**config.mk**
```make
export PLATFORM = sky130hd
export DESIGN_NAME = ldcfg_bank
export DESIGN_NICKNAME = d
export VERILOG_FILES = /design/src/ldcfg_pkg.sv /design/src/ldcfg_bank.sv
export SDC_FILE = /design/constraint.sdc
export NUM_CORES = 2
export LEC_CHECK = 0
export ABC_AREA = 0
export BUFFER_PORTS_ARGS = -buffer_cell sky130_fd_sc_hd__buf_2
export CAP_MARGIN = 0
export CELL_PAD_IN_SITES_DETAIL_PLACEMENT = 1
export CELL_PAD_IN_SITES_GLOBAL_PLACEMENT = 1
export CORE_MARGIN = 10
export CORE_UTILIZATION = 40
export CTS_BUF_LIST = sky130_fd_sc_hd__clkbuf_16
export CTS_CLUSTER_DIAMETER = 80
export DETAILED_ROUTE_END_ITERATION = 7
export PLACE_DENSITY = 0.71
export SLEW_MARGIN = 10
export SYNTH_ARGS = -nofsm -noshare
export SYNTH_HDL_FRONTEND = slang
export SYNTH_MEMORY_MAX_BITS = 65536
export SYNTH_SLANG_ARGS = --single-unit
```
**constraint.sdc**
```tcl
create_clock -name clk_sys -period 6.7 [get_ports clk_sys]
set_input_delay 0.67 -clock clk_sys [delete_from_list [all_inputs] [get_ports clk_sys]]
set_output_delay 0.67 -clock clk_sys [all_outputs]
set_load 0.01 [all_outputs]
```
**src/ldcfg_pkg.sv**
```systemverilog
// Purpose: constants shared by the logical device configuration bank
// Assumes: AXI4-Lite register access, byte address = 4 * register index
// Notes:   offsets are register indices; byte addresses derive from them
package ldcfg_pkg;
	// register indices
	localparam logic [7:0] IDX_PROGRAM_STATUS    = 8'h05;
	localparam logic [7:0] IDX_DEVICE_SELECT     = 8'h07;
	localparam logic [7:0] IDX_DEVICE_ACTIVATION = 8'h30;
	localparam logic [7:0] IDX_RANGE_CHECK       = 8'h31;
	localparam logic [7:0] IDX_IO_BASE0_HIGH     = 8'h60;
	localparam logic [7:0] IDX_IO_BASE0_LOW      = 8'h61;
	localparam logic [7:0] IDX_IO_BASE1_HIGH     = 8'h62;
	localparam logic [7:0] IDX_IO_BASE1_LOW      = 8'h63;
	localparam logic [7:0] IDX_IO_BASE2_HIGH     = 8'h64;
	localparam logic [7:0] IDX_IO_BASE2_LOW      = 8'h65;
	localparam logic [7:0] IDX_IRQ_LEVEL_SEL0    = 8'h70;
	localparam logic [7:0] IDX_IRQ_TYPE_SEL0     = 8'h71;
	localparam logic [7:0] IDX_IRQ_LEVEL_SEL1    = 8'h72;
	localparam logic [7:0] IDX_IRQ_TYPE_SEL1     = 8'h73;
	localparam logic [7:0] IDX_DMA_CHANNEL_SEL0  = 8'h74;
	localparam logic [7:0] IDX_PROGRAM_COMMAND   = 8'hF0;
	localparam logic [7:0] IDX_PROGRAM_ADDRESS   = 8'hF1;
	localparam logic [7:0] IDX_PROGRAM_DATA_HIGH = 8'hF2;
	localparam logic [7:0] IDX_PROGRAM_DATA_LOW  = 8'hF3;
	// field positions and values
	localparam int ACT_BIT         = 0;
	localparam int RC_PATTERN_BIT  = 0;
	localparam int RC_ENABLE_BIT   = 1;
	localparam int CMD_PROCEED_BIT = 2;
	localparam logic [1:0] OP_READ  = 2'b10;
	localparam logic [1:0] OP_WRITE = 2'b01;
	localparam logic [1:0] OP_ERASE = 2'b11;
	localparam logic [7:0] RC_PATTERN_SET   = 8'h55;
	localparam logic [7:0] RC_PATTERN_CLEAR = 8'hAA;
	// reset and erase values
	localparam logic [7:0] RESET_BYTE      = 8'h00;
	localparam logic [7:0] RESET_DMA_NONE  = 8'h04;
	localparam logic [15:0] ERASED_WORD    = 16'hFFFF;
	// memory and device geometry
	localparam int NUM_DEVICES  = 4;
	localparam int MEM_WORDS    = 256;
	// programming cycle time
	localparam int CLK_PERIOD_PS  = 5000;
	localparam int PROG_TIME_NS   = 1000;
	localparam int PROG_CYCLES    = (PROG_TIME_NS * 1000 + CLK_PERIOD_PS - 1)
		/ CLK_PERIOD_PS;
	// axi responses
	localparam logic [1:0] RESP_OKAY   = 2'b00;
	localparam logic [1:0] RESP_SLVERR = 2'b10;
endpackage
```
**src/ldcfg_bank.sv**
```systemverilog
// Purpose: logical device configuration registers and memory programming
// Assumes: AXI4-Lite slave, byte address = 4 * index, 8 bit data in low bits
// Notes:   range-check answers appear on the io read port
//          one write and one read may be outstanding at a time
//          a proceed write starts a timed memory cycle; status shows busy
//          the memory array has no reset; unwritten words read unknown
//          index 0x07 picks the logical device that the per-device registers address
//          only byte lane 0 carries data; upper read bits are zero
`timescale 1ns/1ps
`default_nettype none
module ldcfg_bank
	import ldcfg_pkg::*;
(
	// clock and reset
	input  wire logic        clk_sys,
	input  wire logic        sys_rst,
	// axi4-lite write address
	input  wire logic [11:0] s_axi_awaddr,
	input  wire logic        s_axi_awvalid,
	output logic             s_axi_awready,
	// axi4-lite write data
	input  wire logic [31:0] s_axi_wdata,
	input  wire logic [3:0]  s_axi_wstrb,
	input  wire logic        s_axi_wvalid,
	output logic             s_axi_wready,
	// axi4-lite write response
	output logic [1:0]       s_axi_bresp,
	output logic             s_axi_bvalid,
	input  wire logic        s_axi_bready,
	// axi4-lite read address
	input  wire logic [11:0] s_axi_araddr,
	input  wire logic        s_axi_arvalid,
	output logic             s_axi_arready,
	// axi4-lite read data
	output logic [31:0]      s_axi_rdata,
	output logic [1:0]       s_axi_rresp,
	output logic             s_axi_rvalid,
	input  wire logic        s_axi_rready,
	// isa io read probe for range check
	input  wire logic [15:0] io_addr,
	input  wire logic        io_read,
	output logic [7:0]       io_rdata,
	output logic             io_rdata_valid,
	// resulting configuration of the selected device
	output logic             device_active,
	output logic [3:0]       interrupt_line_number0,
	output logic [3:0]       interrupt_line_number1,
	output logic [2:0]       dma_channel
);
	localparam int DW = $clog2(NUM_DEVICES);

	typedef enum logic [1:0] {PROG_IDLE, PROG_RUN} prog_state_type;

	// per-device configuration storage
	logic [7:0]  act_reg      [NUM_DEVICES];
	logic [7:0]  rc_reg       [NUM_DEVICES];
	logic [15:0] base_reg     [NUM_DEVICES][3];
	logic [7:0]  lvl_reg      [NUM_DEVICES][2];
	logic [7:0]  typ_reg      [NUM_DEVICES][2];
	logic [7:0]  dma_reg      [NUM_DEVICES];
	logic [DW-1:0] sel_reg;
	// programming interface
	logic [7:0]  cmd_reg;
	logic [7:0]  paddr_reg;
	logic [15:0] pdata_reg;
	logic [15:0] mem [MEM_WORDS];
	prog_state_type prog_state_reg;
	logic [15:0] prog_cnt_reg;
	logic        done_reg;
	// bus slave state
	logic        aw_held_reg;
	logic        w_held_reg;
	logic [7:0]  aw_idx_reg;
	logic [7:0]  w_data_reg;
	logic        w_lane_reg;
	logic        do_write;
	logic [7:0]  wr_idx;
	logic [7:0]  rd_byte;
	logic        rd_hit;
	logic [8:0]  rd_word;
	logic [8:0]  wr_word;

	// convert a byte address into a register index
	// the two low bits and bits 11..10 are ignored, so indices alias
	function automatic logic [7:0] to_index(input logic [11:0] a);
		return a[9:2];
	endfunction

	// read mux shared by bus reads and write-target checks
	// bit 8 marks a mapped index; unmapped ones read zero
	function automatic logic [8:0] read_reg(input logic [7:0] idx,
		input logic [DW-1:0] d);
		case (idx)
			IDX_PROGRAM_STATUS:    return {1'b1, 7'h00, done_reg};
			IDX_DEVICE_SELECT:     return {1'b1, RESET_BYTE};
			IDX_DEVICE_ACTIVATION: return {1'b1, 7'h00, act_reg[d][ACT_BIT]};
			IDX_RANGE_CHECK:       return {1'b1, 6'h00, rc_reg[d][1:0]};
			IDX_IO_BASE0_HIGH:     return {1'b1, base_reg[d][0][15:8]};
			IDX_IO_BASE0_LOW:      return {1'b1, base_reg[d][0][7:0]};
			IDX_IO_BASE1_HIGH:     return {1'b1, base_reg[d][1][15:8]};
			IDX_IO_BASE1_LOW:      return {1'b1, base_reg[d][1][7:0]};
			IDX_IO_BASE2_HIGH:     return {1'b1, base_reg[d][2][15:8]};
			IDX_IO_BASE2_LOW:      return {1'b1, base_reg[d][2][7:0]};
			IDX_IRQ_LEVEL_SEL0:    return {1'b1, 4'h0, lvl_reg[d][0][3:0]};
			IDX_IRQ_TYPE_SEL0:     return {1'b1, typ_reg[d][0]};
			IDX_IRQ_LEVEL_SEL1:    return {1'b1, 4'h0, lvl_reg[d][1][3:0]};
			IDX_IRQ_TYPE_SEL1:     return {1'b1, typ_reg[d][1]};
			IDX_DMA_CHANNEL_SEL0:  return {1'b1, 5'h00, dma_reg[d][2:0]};
			IDX_PROGRAM_COMMAND:   return {1'b1, cmd_reg};
			IDX_PROGRAM_ADDRESS:   return {1'b1, paddr_reg};
			IDX_PROGRAM_DATA_HIGH: return {1'b1, pdata_reg[15:8]};
			IDX_PROGRAM_DATA_LOW:  return {1'b1, pdata_reg[7:0]};
			default:               return {1'b0, 8'h00};
		endcase
	endfunction

	// bus timing: aw and w are taken in either order; the response
	// follows one cycle after both are held and stands until bready;
	// a read answers one cycle after its address and stands until
	// rready, and no new address is taken meanwhile
	// write channel handshakes: accept each once, until the response goes
	assign s_axi_awready = !aw_held_reg && !s_axi_bvalid;
	assign s_axi_wready  = !w_held_reg && !s_axi_bvalid;
	assign do_write      = aw_held_reg && w_held_reg && !s_axi_bvalid;
	assign wr_idx        = aw_idx_reg;

	// capture write address and data in either order
	// each half is held until both are in and the response is sent
	always_ff @(posedge clk_sys) begin
		if (sys_rst) begin
			aw_held_reg <= 1'b0;
			w_held_reg  <= 1'b0;
			aw_idx_reg  <= 8'h00;
			w_data_reg  <= 8'h00;
			w_lane_reg  <= 1'b0;
		end else begin
			if (s_axi_awvalid && s_axi_awready) begin
				aw_held_reg <= 1'b1;
				aw_idx_reg  <= to_index(s_axi_awaddr);
			end else if (do_write) begin
				aw_held_reg <= 1'b0;
			end
			if (s_axi_wvalid && s_axi_wready) begin
				w_held_reg <= 1'b1;
				w_data_reg <= s_axi_wdata[7:0];
				w_lane_reg <= s_axi_wstrb[0];
			end else if (do_write) begin
				w_held_reg <= 1'b0;
			end
		end
	end

	// write response: slverr on unmapped or read-only index
	always_ff @(posedge clk_sys) begin
		if (sys_rst) begin
			s_axi_bvalid <= 1'b0;
			s_axi_bresp  <= RESP_OKAY;
		end else if (do_write) begin
			s_axi_bvalid <= 1'b1;
			s_axi_bresp  <= (wr_word[8] &&
				wr_idx != IDX_PROGRAM_STATUS) ? RESP_OKAY : RESP_SLVERR;
		end else if (s_axi_bready) begin
			s_axi_bvalid <= 1'b0;
		end
	end

	// device select, written through index 0x07
	// only the low bits are kept, so larger numbers alias
	always_ff @(posedge clk_sys) begin
		if (sys_rst) begin
			sel_reg <= '0;
		end else if (do_write && w_lane_reg && wr_idx == IDX_DEVICE_SELECT) begin
			sel_reg <= w_data_reg[DW-1:0];
		end
	end

	// per-device configuration writes go to the selected device
	// a write with lane 0 off is answered but changes nothing
	always_ff @(posedge clk_sys) begin
		if (sys_rst) begin
			for (int i = 0; i < NUM_DEVICES; i++) begin
				act_reg[i] <= RESET_BYTE;
				rc_reg[i]  <= RESET_BYTE;
				dma_reg[i] <= RESET_DMA_NONE;
				for (int j = 0; j < 3; j++) base_reg[i][j] <= 16'h0000;
				for (int j = 0; j < 2; j++) begin
					lvl_reg[i][j] <= RESET_BYTE;
					typ_reg[i][j] <= RESET_BYTE;
				end
			end
		end else if (do_write && w_lane_reg) begin
			case (wr_idx)
				IDX_DEVICE_ACTIVATION: act_reg[sel_reg] <= w_data_reg;
				IDX_RANGE_CHECK:       rc_reg[sel_reg]  <= w_data_reg;
				IDX_IO_BASE0_HIGH:     base_reg[sel_reg][0][15:8] <= w_data_reg;
				IDX_IO_BASE0_LOW:      base_reg[sel_reg][0][7:0]  <= w_data_reg;
				IDX_IO_BASE1_HIGH:     base_reg[sel_reg][1][15:8] <= w_data_reg;
				IDX_IO_BASE1_LOW:      base_reg[sel_reg][1][7:0]  <= w_data_reg;
				IDX_IO_BASE2_HIGH:     base_reg[sel_reg][2][15:8] <= w_data_reg;
				IDX_IO_BASE2_LOW:      base_reg[sel_reg][2][7:0]  <= w_data_reg;
				IDX_IRQ_LEVEL_SEL0:    lvl_reg[sel_reg][0] <= w_data_reg;
				IDX_IRQ_TYPE_SEL0:     typ_reg[sel_reg][0] <= w_data_reg;
				IDX_IRQ_LEVEL_SEL1:    lvl_reg[sel_reg][1] <= w_data_reg;
				IDX_IRQ_TYPE_SEL1:     typ_reg[sel_reg][1] <= w_data_reg;
				IDX_DMA_CHANNEL_SEL0:  dma_reg[sel_reg]    <= w_data_reg;
				default: ;
			endcase
		end
	end

	// programming address, data and command; the engine overwrites data
	// a finishing read wins over a bus write to the data bytes
	always_ff @(posedge clk_sys) begin
		if (sys_rst) begin
			cmd_reg   <= RESET_BYTE;
			paddr_reg <= RESET_BYTE;
			pdata_reg <= 16'h0000;
		end else begin
			if (do_write && w_lane_reg && wr_idx == IDX_PROGRAM_COMMAND)
				cmd_reg <= w_data_reg;
			else if (prog_state_reg == PROG_RUN && prog_cnt_reg == 16'h0000)
				cmd_reg[CMD_PROCEED_BIT] <= 1'b0;
			if (do_write && w_lane_reg && wr_idx == IDX_PROGRAM_ADDRESS)
				paddr_reg <= w_data_reg;
			if (prog_state_reg == PROG_RUN && prog_cnt_reg == 16'h0000 &&
				cmd_reg[1:0] == OP_READ)
				pdata_reg <= mem[paddr_reg];
			else if (do_write && w_lane_reg && wr_idx == IDX_PROGRAM_DATA_HIGH)
				pdata_reg[15:8] <= w_data_reg;
			else if (do_write && w_lane_reg && wr_idx == IDX_PROGRAM_DATA_LOW)
				pdata_reg[7:0] <= w_data_reg;
		end
	end

	// programming engine: a proceed write starts a timed operation
	// a command written while busy is stored but starts nothing, so the
	// host must see done before the next command
	always_ff @(posedge clk_sys) begin
		if (sys_rst) begin
			prog_state_reg <= PROG_IDLE;
			prog_cnt_reg   <= 16'h0000;
			done_reg       <= 1'b1;
		end else begin
			case (prog_state_reg)
				PROG_IDLE: begin
					if (do_write && w_lane_reg && wr_idx == IDX_PROGRAM_COMMAND &&
						w_data_reg[CMD_PROCEED_BIT] &&
						w_data_reg[1:0] != 2'b00) begin
						prog_state_reg <= PROG_RUN;
						prog_cnt_reg   <= 16'(PROG_CYCLES - 1);
						done_reg       <= 1'b0;
					end
				end
				PROG_RUN: begin
					if (prog_cnt_reg == 16'h0000) begin
						prog_state_reg <= PROG_IDLE;
						done_reg       <= 1'b1;
					end else begin
						prog_cnt_reg <= prog_cnt_reg - 16'h0001;
					end
				end
				default: prog_state_reg <= PROG_IDLE;
			endcase
		end
	end

	// configuration memory array, written or erased at the end of a cycle
	// no reset here: contents survive a bus reset
	always_ff @(posedge clk_sys) begin
		if (prog_state_reg == PROG_RUN && prog_cnt_reg == 16'h0000) begin
			if (cmd_reg[1:0] == OP_WRITE)
				mem[paddr_reg] <= pdata_reg;
			else if (cmd_reg[1:0] == OP_ERASE)
				mem[paddr_reg] <= ERASED_WORD;
		end
	end

	// read channel: one read at a time, data one cycle after address
	assign s_axi_arready = !s_axi_rvalid;
	// decode in a process, so it follows every register it reads
	always_comb begin
		rd_word = read_reg(to_index(s_axi_araddr), sel_reg);
		wr_word = read_reg(wr_idx, sel_reg);
	end
	assign rd_byte = rd_word[7:0];
	assign rd_hit  = rd_word[8];

	// read answer, held until rready
	always_ff @(posedge clk_sys) begin
		if (sys_rst) begin
			s_axi_rvalid <= 1'b0;
			s_axi_rdata  <= 32'h0000_0000;
			s_axi_rresp  <= RESP_OKAY;
		end else if (s_axi_arvalid && s_axi_arready) begin
			s_axi_rvalid <= 1'b1;
			s_axi_rdata  <= {24'h00_0000, rd_byte};
			s_axi_rresp  <= rd_hit ? RESP_OKAY : RESP_SLVERR;
		end else if (s_axi_rready) begin
			s_axi_rvalid <= 1'b0;
		end
	end

	// range check answer for io reads inside any descriptor base window
	// exact match on each base only: the window sizes are not known here
	always_ff @(posedge clk_sys) begin
		if (sys_rst) begin
			io_rdata       <= 8'h00;
			io_rdata_valid <= 1'b0;
		end else begin
			io_rdata_valid <= 1'b0;
			if (io_read && rc_reg[sel_reg][RC_ENABLE_BIT] &&
				!act_reg[sel_reg][ACT_BIT] &&
				(io_addr == base_reg[sel_reg][0] ||
				 io_addr == base_reg[sel_reg][1] ||
				 io_addr == base_reg[sel_reg][2])) begin
				io_rdata_valid <= 1'b1;
				io_rdata <= rc_reg[sel_reg][RC_PATTERN_BIT] ?
					RC_PATTERN_SET : RC_PATTERN_CLEAR;
			end
		end
	end

	// selected device configuration outputs
	// these follow the device select at once
	assign device_active          = act_reg[sel_reg][ACT_BIT];
	assign interrupt_line_number0 = lvl_reg[sel_reg][0][3:0];
	assign interrupt_line_number1 = lvl_reg[sel_reg][1][3:0];
	assign dma_channel            = dma_reg[sel_reg][2:0];
endmodule // ldcfg_bank
`default_nettype wire

```
==> flow_metrics.py <==
metrics = {
    "setup_path": {
        "timing_worst_setup_path_type": "reg -> reg",
        "crit_slowest_cell": "nor2_2",
        "r2r_cells": 7,
        "start_kind": "register",
        "cpLargestDelayFamily": "simple AND/OR/NAND/NOR gates",
        "slowest_delay_ns": 1.19,
        "crit_path_end_kind": "register",
        "r2r-start": "prog_cnt_reg[6]$_SDFFE_PP0P_",
        "critPathMaxFanout": 16,
        "crit_chain": "or4_4 -> nor4b_4 -> and3_1 -> nand2_1 -> nor3b_2 -> nand3_1 -> nor2_2",
        "crit_start": "prog_cnt_reg[6]$_SDFFE_PP0P_",
        "crit_buf_inv": 0,
        "worstPathArrival_ns": 5.54,
        "rr_endpoint": "mem[116][4]$_DFFE_PP_",
        "crit_required_ns": 7.28,
        "rrSetupSlack_ns": 1.74,
        "cp.depth": 7,
    },
    "routing": {
        "finalWirelength_um": 510000,
        "drcViolationCount": 0,
        "wire_per_inst_um": 33.5,
        "ant_nets": 0,
        "via_per_inst": 5.98,
        "drtPass1Iterations": 5,
        "vias": 91135,
        "detail_route.iter0.violations": 12756,
    },
    "power_and_ir_drop": {
        "p_total_mw": 55.4,
        "power_leakage_nw": 59.7,
        "vdd_drop_max_uv": 238,
        "powerDensity_nw_per_um2": 277,
    },
    "logic_synthesis": {
        "syn_area_per_cell_um2": 20.7,
        "synth.area.mux_share_pct": 15.0,
        "ys_ff_latch": 4504,
        "synth_fa_ha_area_share_pct": 0.0142,
        "netlist_area_um2": 176000,
        "synth_top_cell_by_area": "edfxtp_1",
        "syn_inst": 8482,
        "synth_edf_count": 4408,
        "synth_top_cell_area_share_pct": 75.2,
        "synthFlopType": "edfxtp_1",
        "seq_area_frac_synth_pct": 76.3,
        "synth_top_family_by_area": "multiplexers",
        "ys_types": 77,
        "synthSimpleGateAreaFrac_pct": 3.86,
        "yosys-top-cells-area": "edfxtp_1, mux4_2, dfxtp_1",
        "yosysWarnings": 0,
        "async_reset_ff_share_pct": 0,
        "synth_compound_gate_area_share_pct": 2.95,
        "synth-xor-area-share_pct": 0.284,
    },
    "timing": {
        "fmax_mhz": 202,
        "hold_viol_final": 0,
        "worstMarginPinSlew_ns": 1.31,
        "skew_ns": 0.0636,
        "setup_viol": 0,
        "period_needed_ns": 4.96,
        "grt_setup_unrepaired": "no",
        "slew_headroom_pct": 10.7,
        "timing.final.crit_share_pct": 74.0,
        "tns_ns": 0,
        "drv_slew": 0,
    },
    "layout": {
        "layout-drive-gt1-share_pct": 26.1,
        "area_growth_pct": 13.7,
        "final_common_cell": "edfxtp_1",
        "fin_util_pct": 45.7,
        "nNetsFinal": 9067,
        "largest_reg_flops": 4096,
        "layout_common_cells": "edfxtp_1, mux4_2, clkbuf_16",
    },
    "die": {
        "die_x_um": 683,
        "pin_count": 146,
        "initial_core_util_pct": 40.2,
        "std_cell_rows": 243,
        "die_h_um": 683,
        "core_um2": 438000,
        "die_area_um2": 467000,
    },
    "clock_network": {
        "cts_setup_buffers": 0,
        "cts_made_buffers": 440,
        "htree_levels": 5,
        "cts_root_buf": "clkbuf_16",
        "ctsHoldBuffers": 21,
        "clk_pin_slew_worst_paths_ns": 0.06,
        "post_cts_resized": 0,
        "clkLatencyLatePin_ns": 1.03,
        "clockBufferDepth": 4,
        "numClockSinks": 4504,
        "cts_tree": "yes",
    },
    "status": {
        "status": "complete, no violations",
    },
    "grt": {
        "grt_usage_pct": 21.1,
        "grt_max_degree": 129,
        "grt.overflow.total": 0,
        "grt_pass1_wl_um": 724000,
        "first_global_vias": 94617,
        "antenna_found_initial": 31,
    },
    "worst_hold_path": {
        "hp-start": "sys_rst",
        "hold_path.class": "in -> reg",
        "hold_end": "prog_cnt_reg[13]$_SDFFE_PP0P_",
        "hold-path-cell-count": 2,
    },
    "placement": {
        "gp_congestion": 0.871,
        "hpwl_um": 319000,
        "portBuffers": 84,
    },
    "job": {
        "max-cap-violations": 0,
    },
}
## kinds of logic (layout without fill, tap and decap cells)
group                      count (synthesis)  after routing
DFF                                     4504           4504
buffers and inverters                    539           1376
AOI/OAI and AO/OA                        742            742
and+or+nand+nor                         1352           1352
xor gates and xnor gates                  57             57
adders and majority gates                  2              2
other                                      1             44
muxes                                   1285           1285
## final cells by class
type	instances	area, um^2
Inverter	20	77.6
Timing Repair Buffer	551	4700
Fill cell	40278	238000
Tap cell	5880	7360
Clock inverter	360	3070
Antenna cell	18	45.0
Sequential cell	4504	134000
Multi-Input combinational cell	3464	39400
Clock buffer	445	11100
## metal layers
metal	GRT usage [%]	vias to the layer above	routed length (um)
met3	4.79	996	51600
li1	-	36117	-
met1	28.3	48926	194000
met4	8.42	12	23400
met5	0	-	89
met2	33.7	5084	242000
## report_power, final
part	internal (mW)	leakage (nW)	switching, mW
clock network	13.7	7.22	10.8
registers	30.5	40.1	0.0421
logic	0.0882	12.4	0.203
total	44.4	59.7	11.1
## worst max path at each step
stage	slack [ns]	to
floorplan	0.66	mem[0][10]$_DFFE_PP_
global placement	1.86	pdata_reg[13]$_SDFFE_PP0P_
detailed placement	1.86	mem[49][6]$_DFFE_PP_
CTS	1.87	mem[112][9]$_DFFE_PP_
global route	1.51	mem[116][11]$_DFFE_PP_
finish	1.74	mem[116][4]$_DFFE_PP_
## cell usage after synthesis (10+ instances only)
cell type  instances
a22o_1            25
nand2b_1          35
clkbuf_1         233
and3_1            20
nor4_1            28
and2_1           306
mux4_2          1075
a21oi_1          112
a211oi_1          29
dfxtp_1           96
o211ai_1          24
mux2i_1          177
nor3b_1           10
a221oi_1          38
a22oi_1          215
or2_2             49
or3_1             13
inv_1             19
o221ai_1          11
nand4_1           30
or4_1             10
nor3_1            56
o21ai_0           70
nand2_1          215
a21o_1            11
buf_1             33
nor2b_1           47
buf_4            119
mux2_2            33
xor2_1            52
nor2_1           441
buf_2            112
nand3_1           62
buf_6             20
o22ai_1          115
edfxtp_1        4408
a32oi_1           16
## per-stage QoR
stage / hold WS, ns / setup WS (ns) / cell area, um^2 / cells
finish: 0.159 / 1.74 / 200000 / 15242
floorplan: 0.436 / 0.656 / 176000 / 8507
global route: 0.151 / 1.51 / 200000 / 15225
global placement: 0.453 / 1.86 / 186000 / 14397
CTS: 0.0891 / 1.87 / 200000 / 15223
detailed placement: 0.452 / 1.86 / 186000 / 14397
No activity file was read; power rests on OpenSTA's default activity.
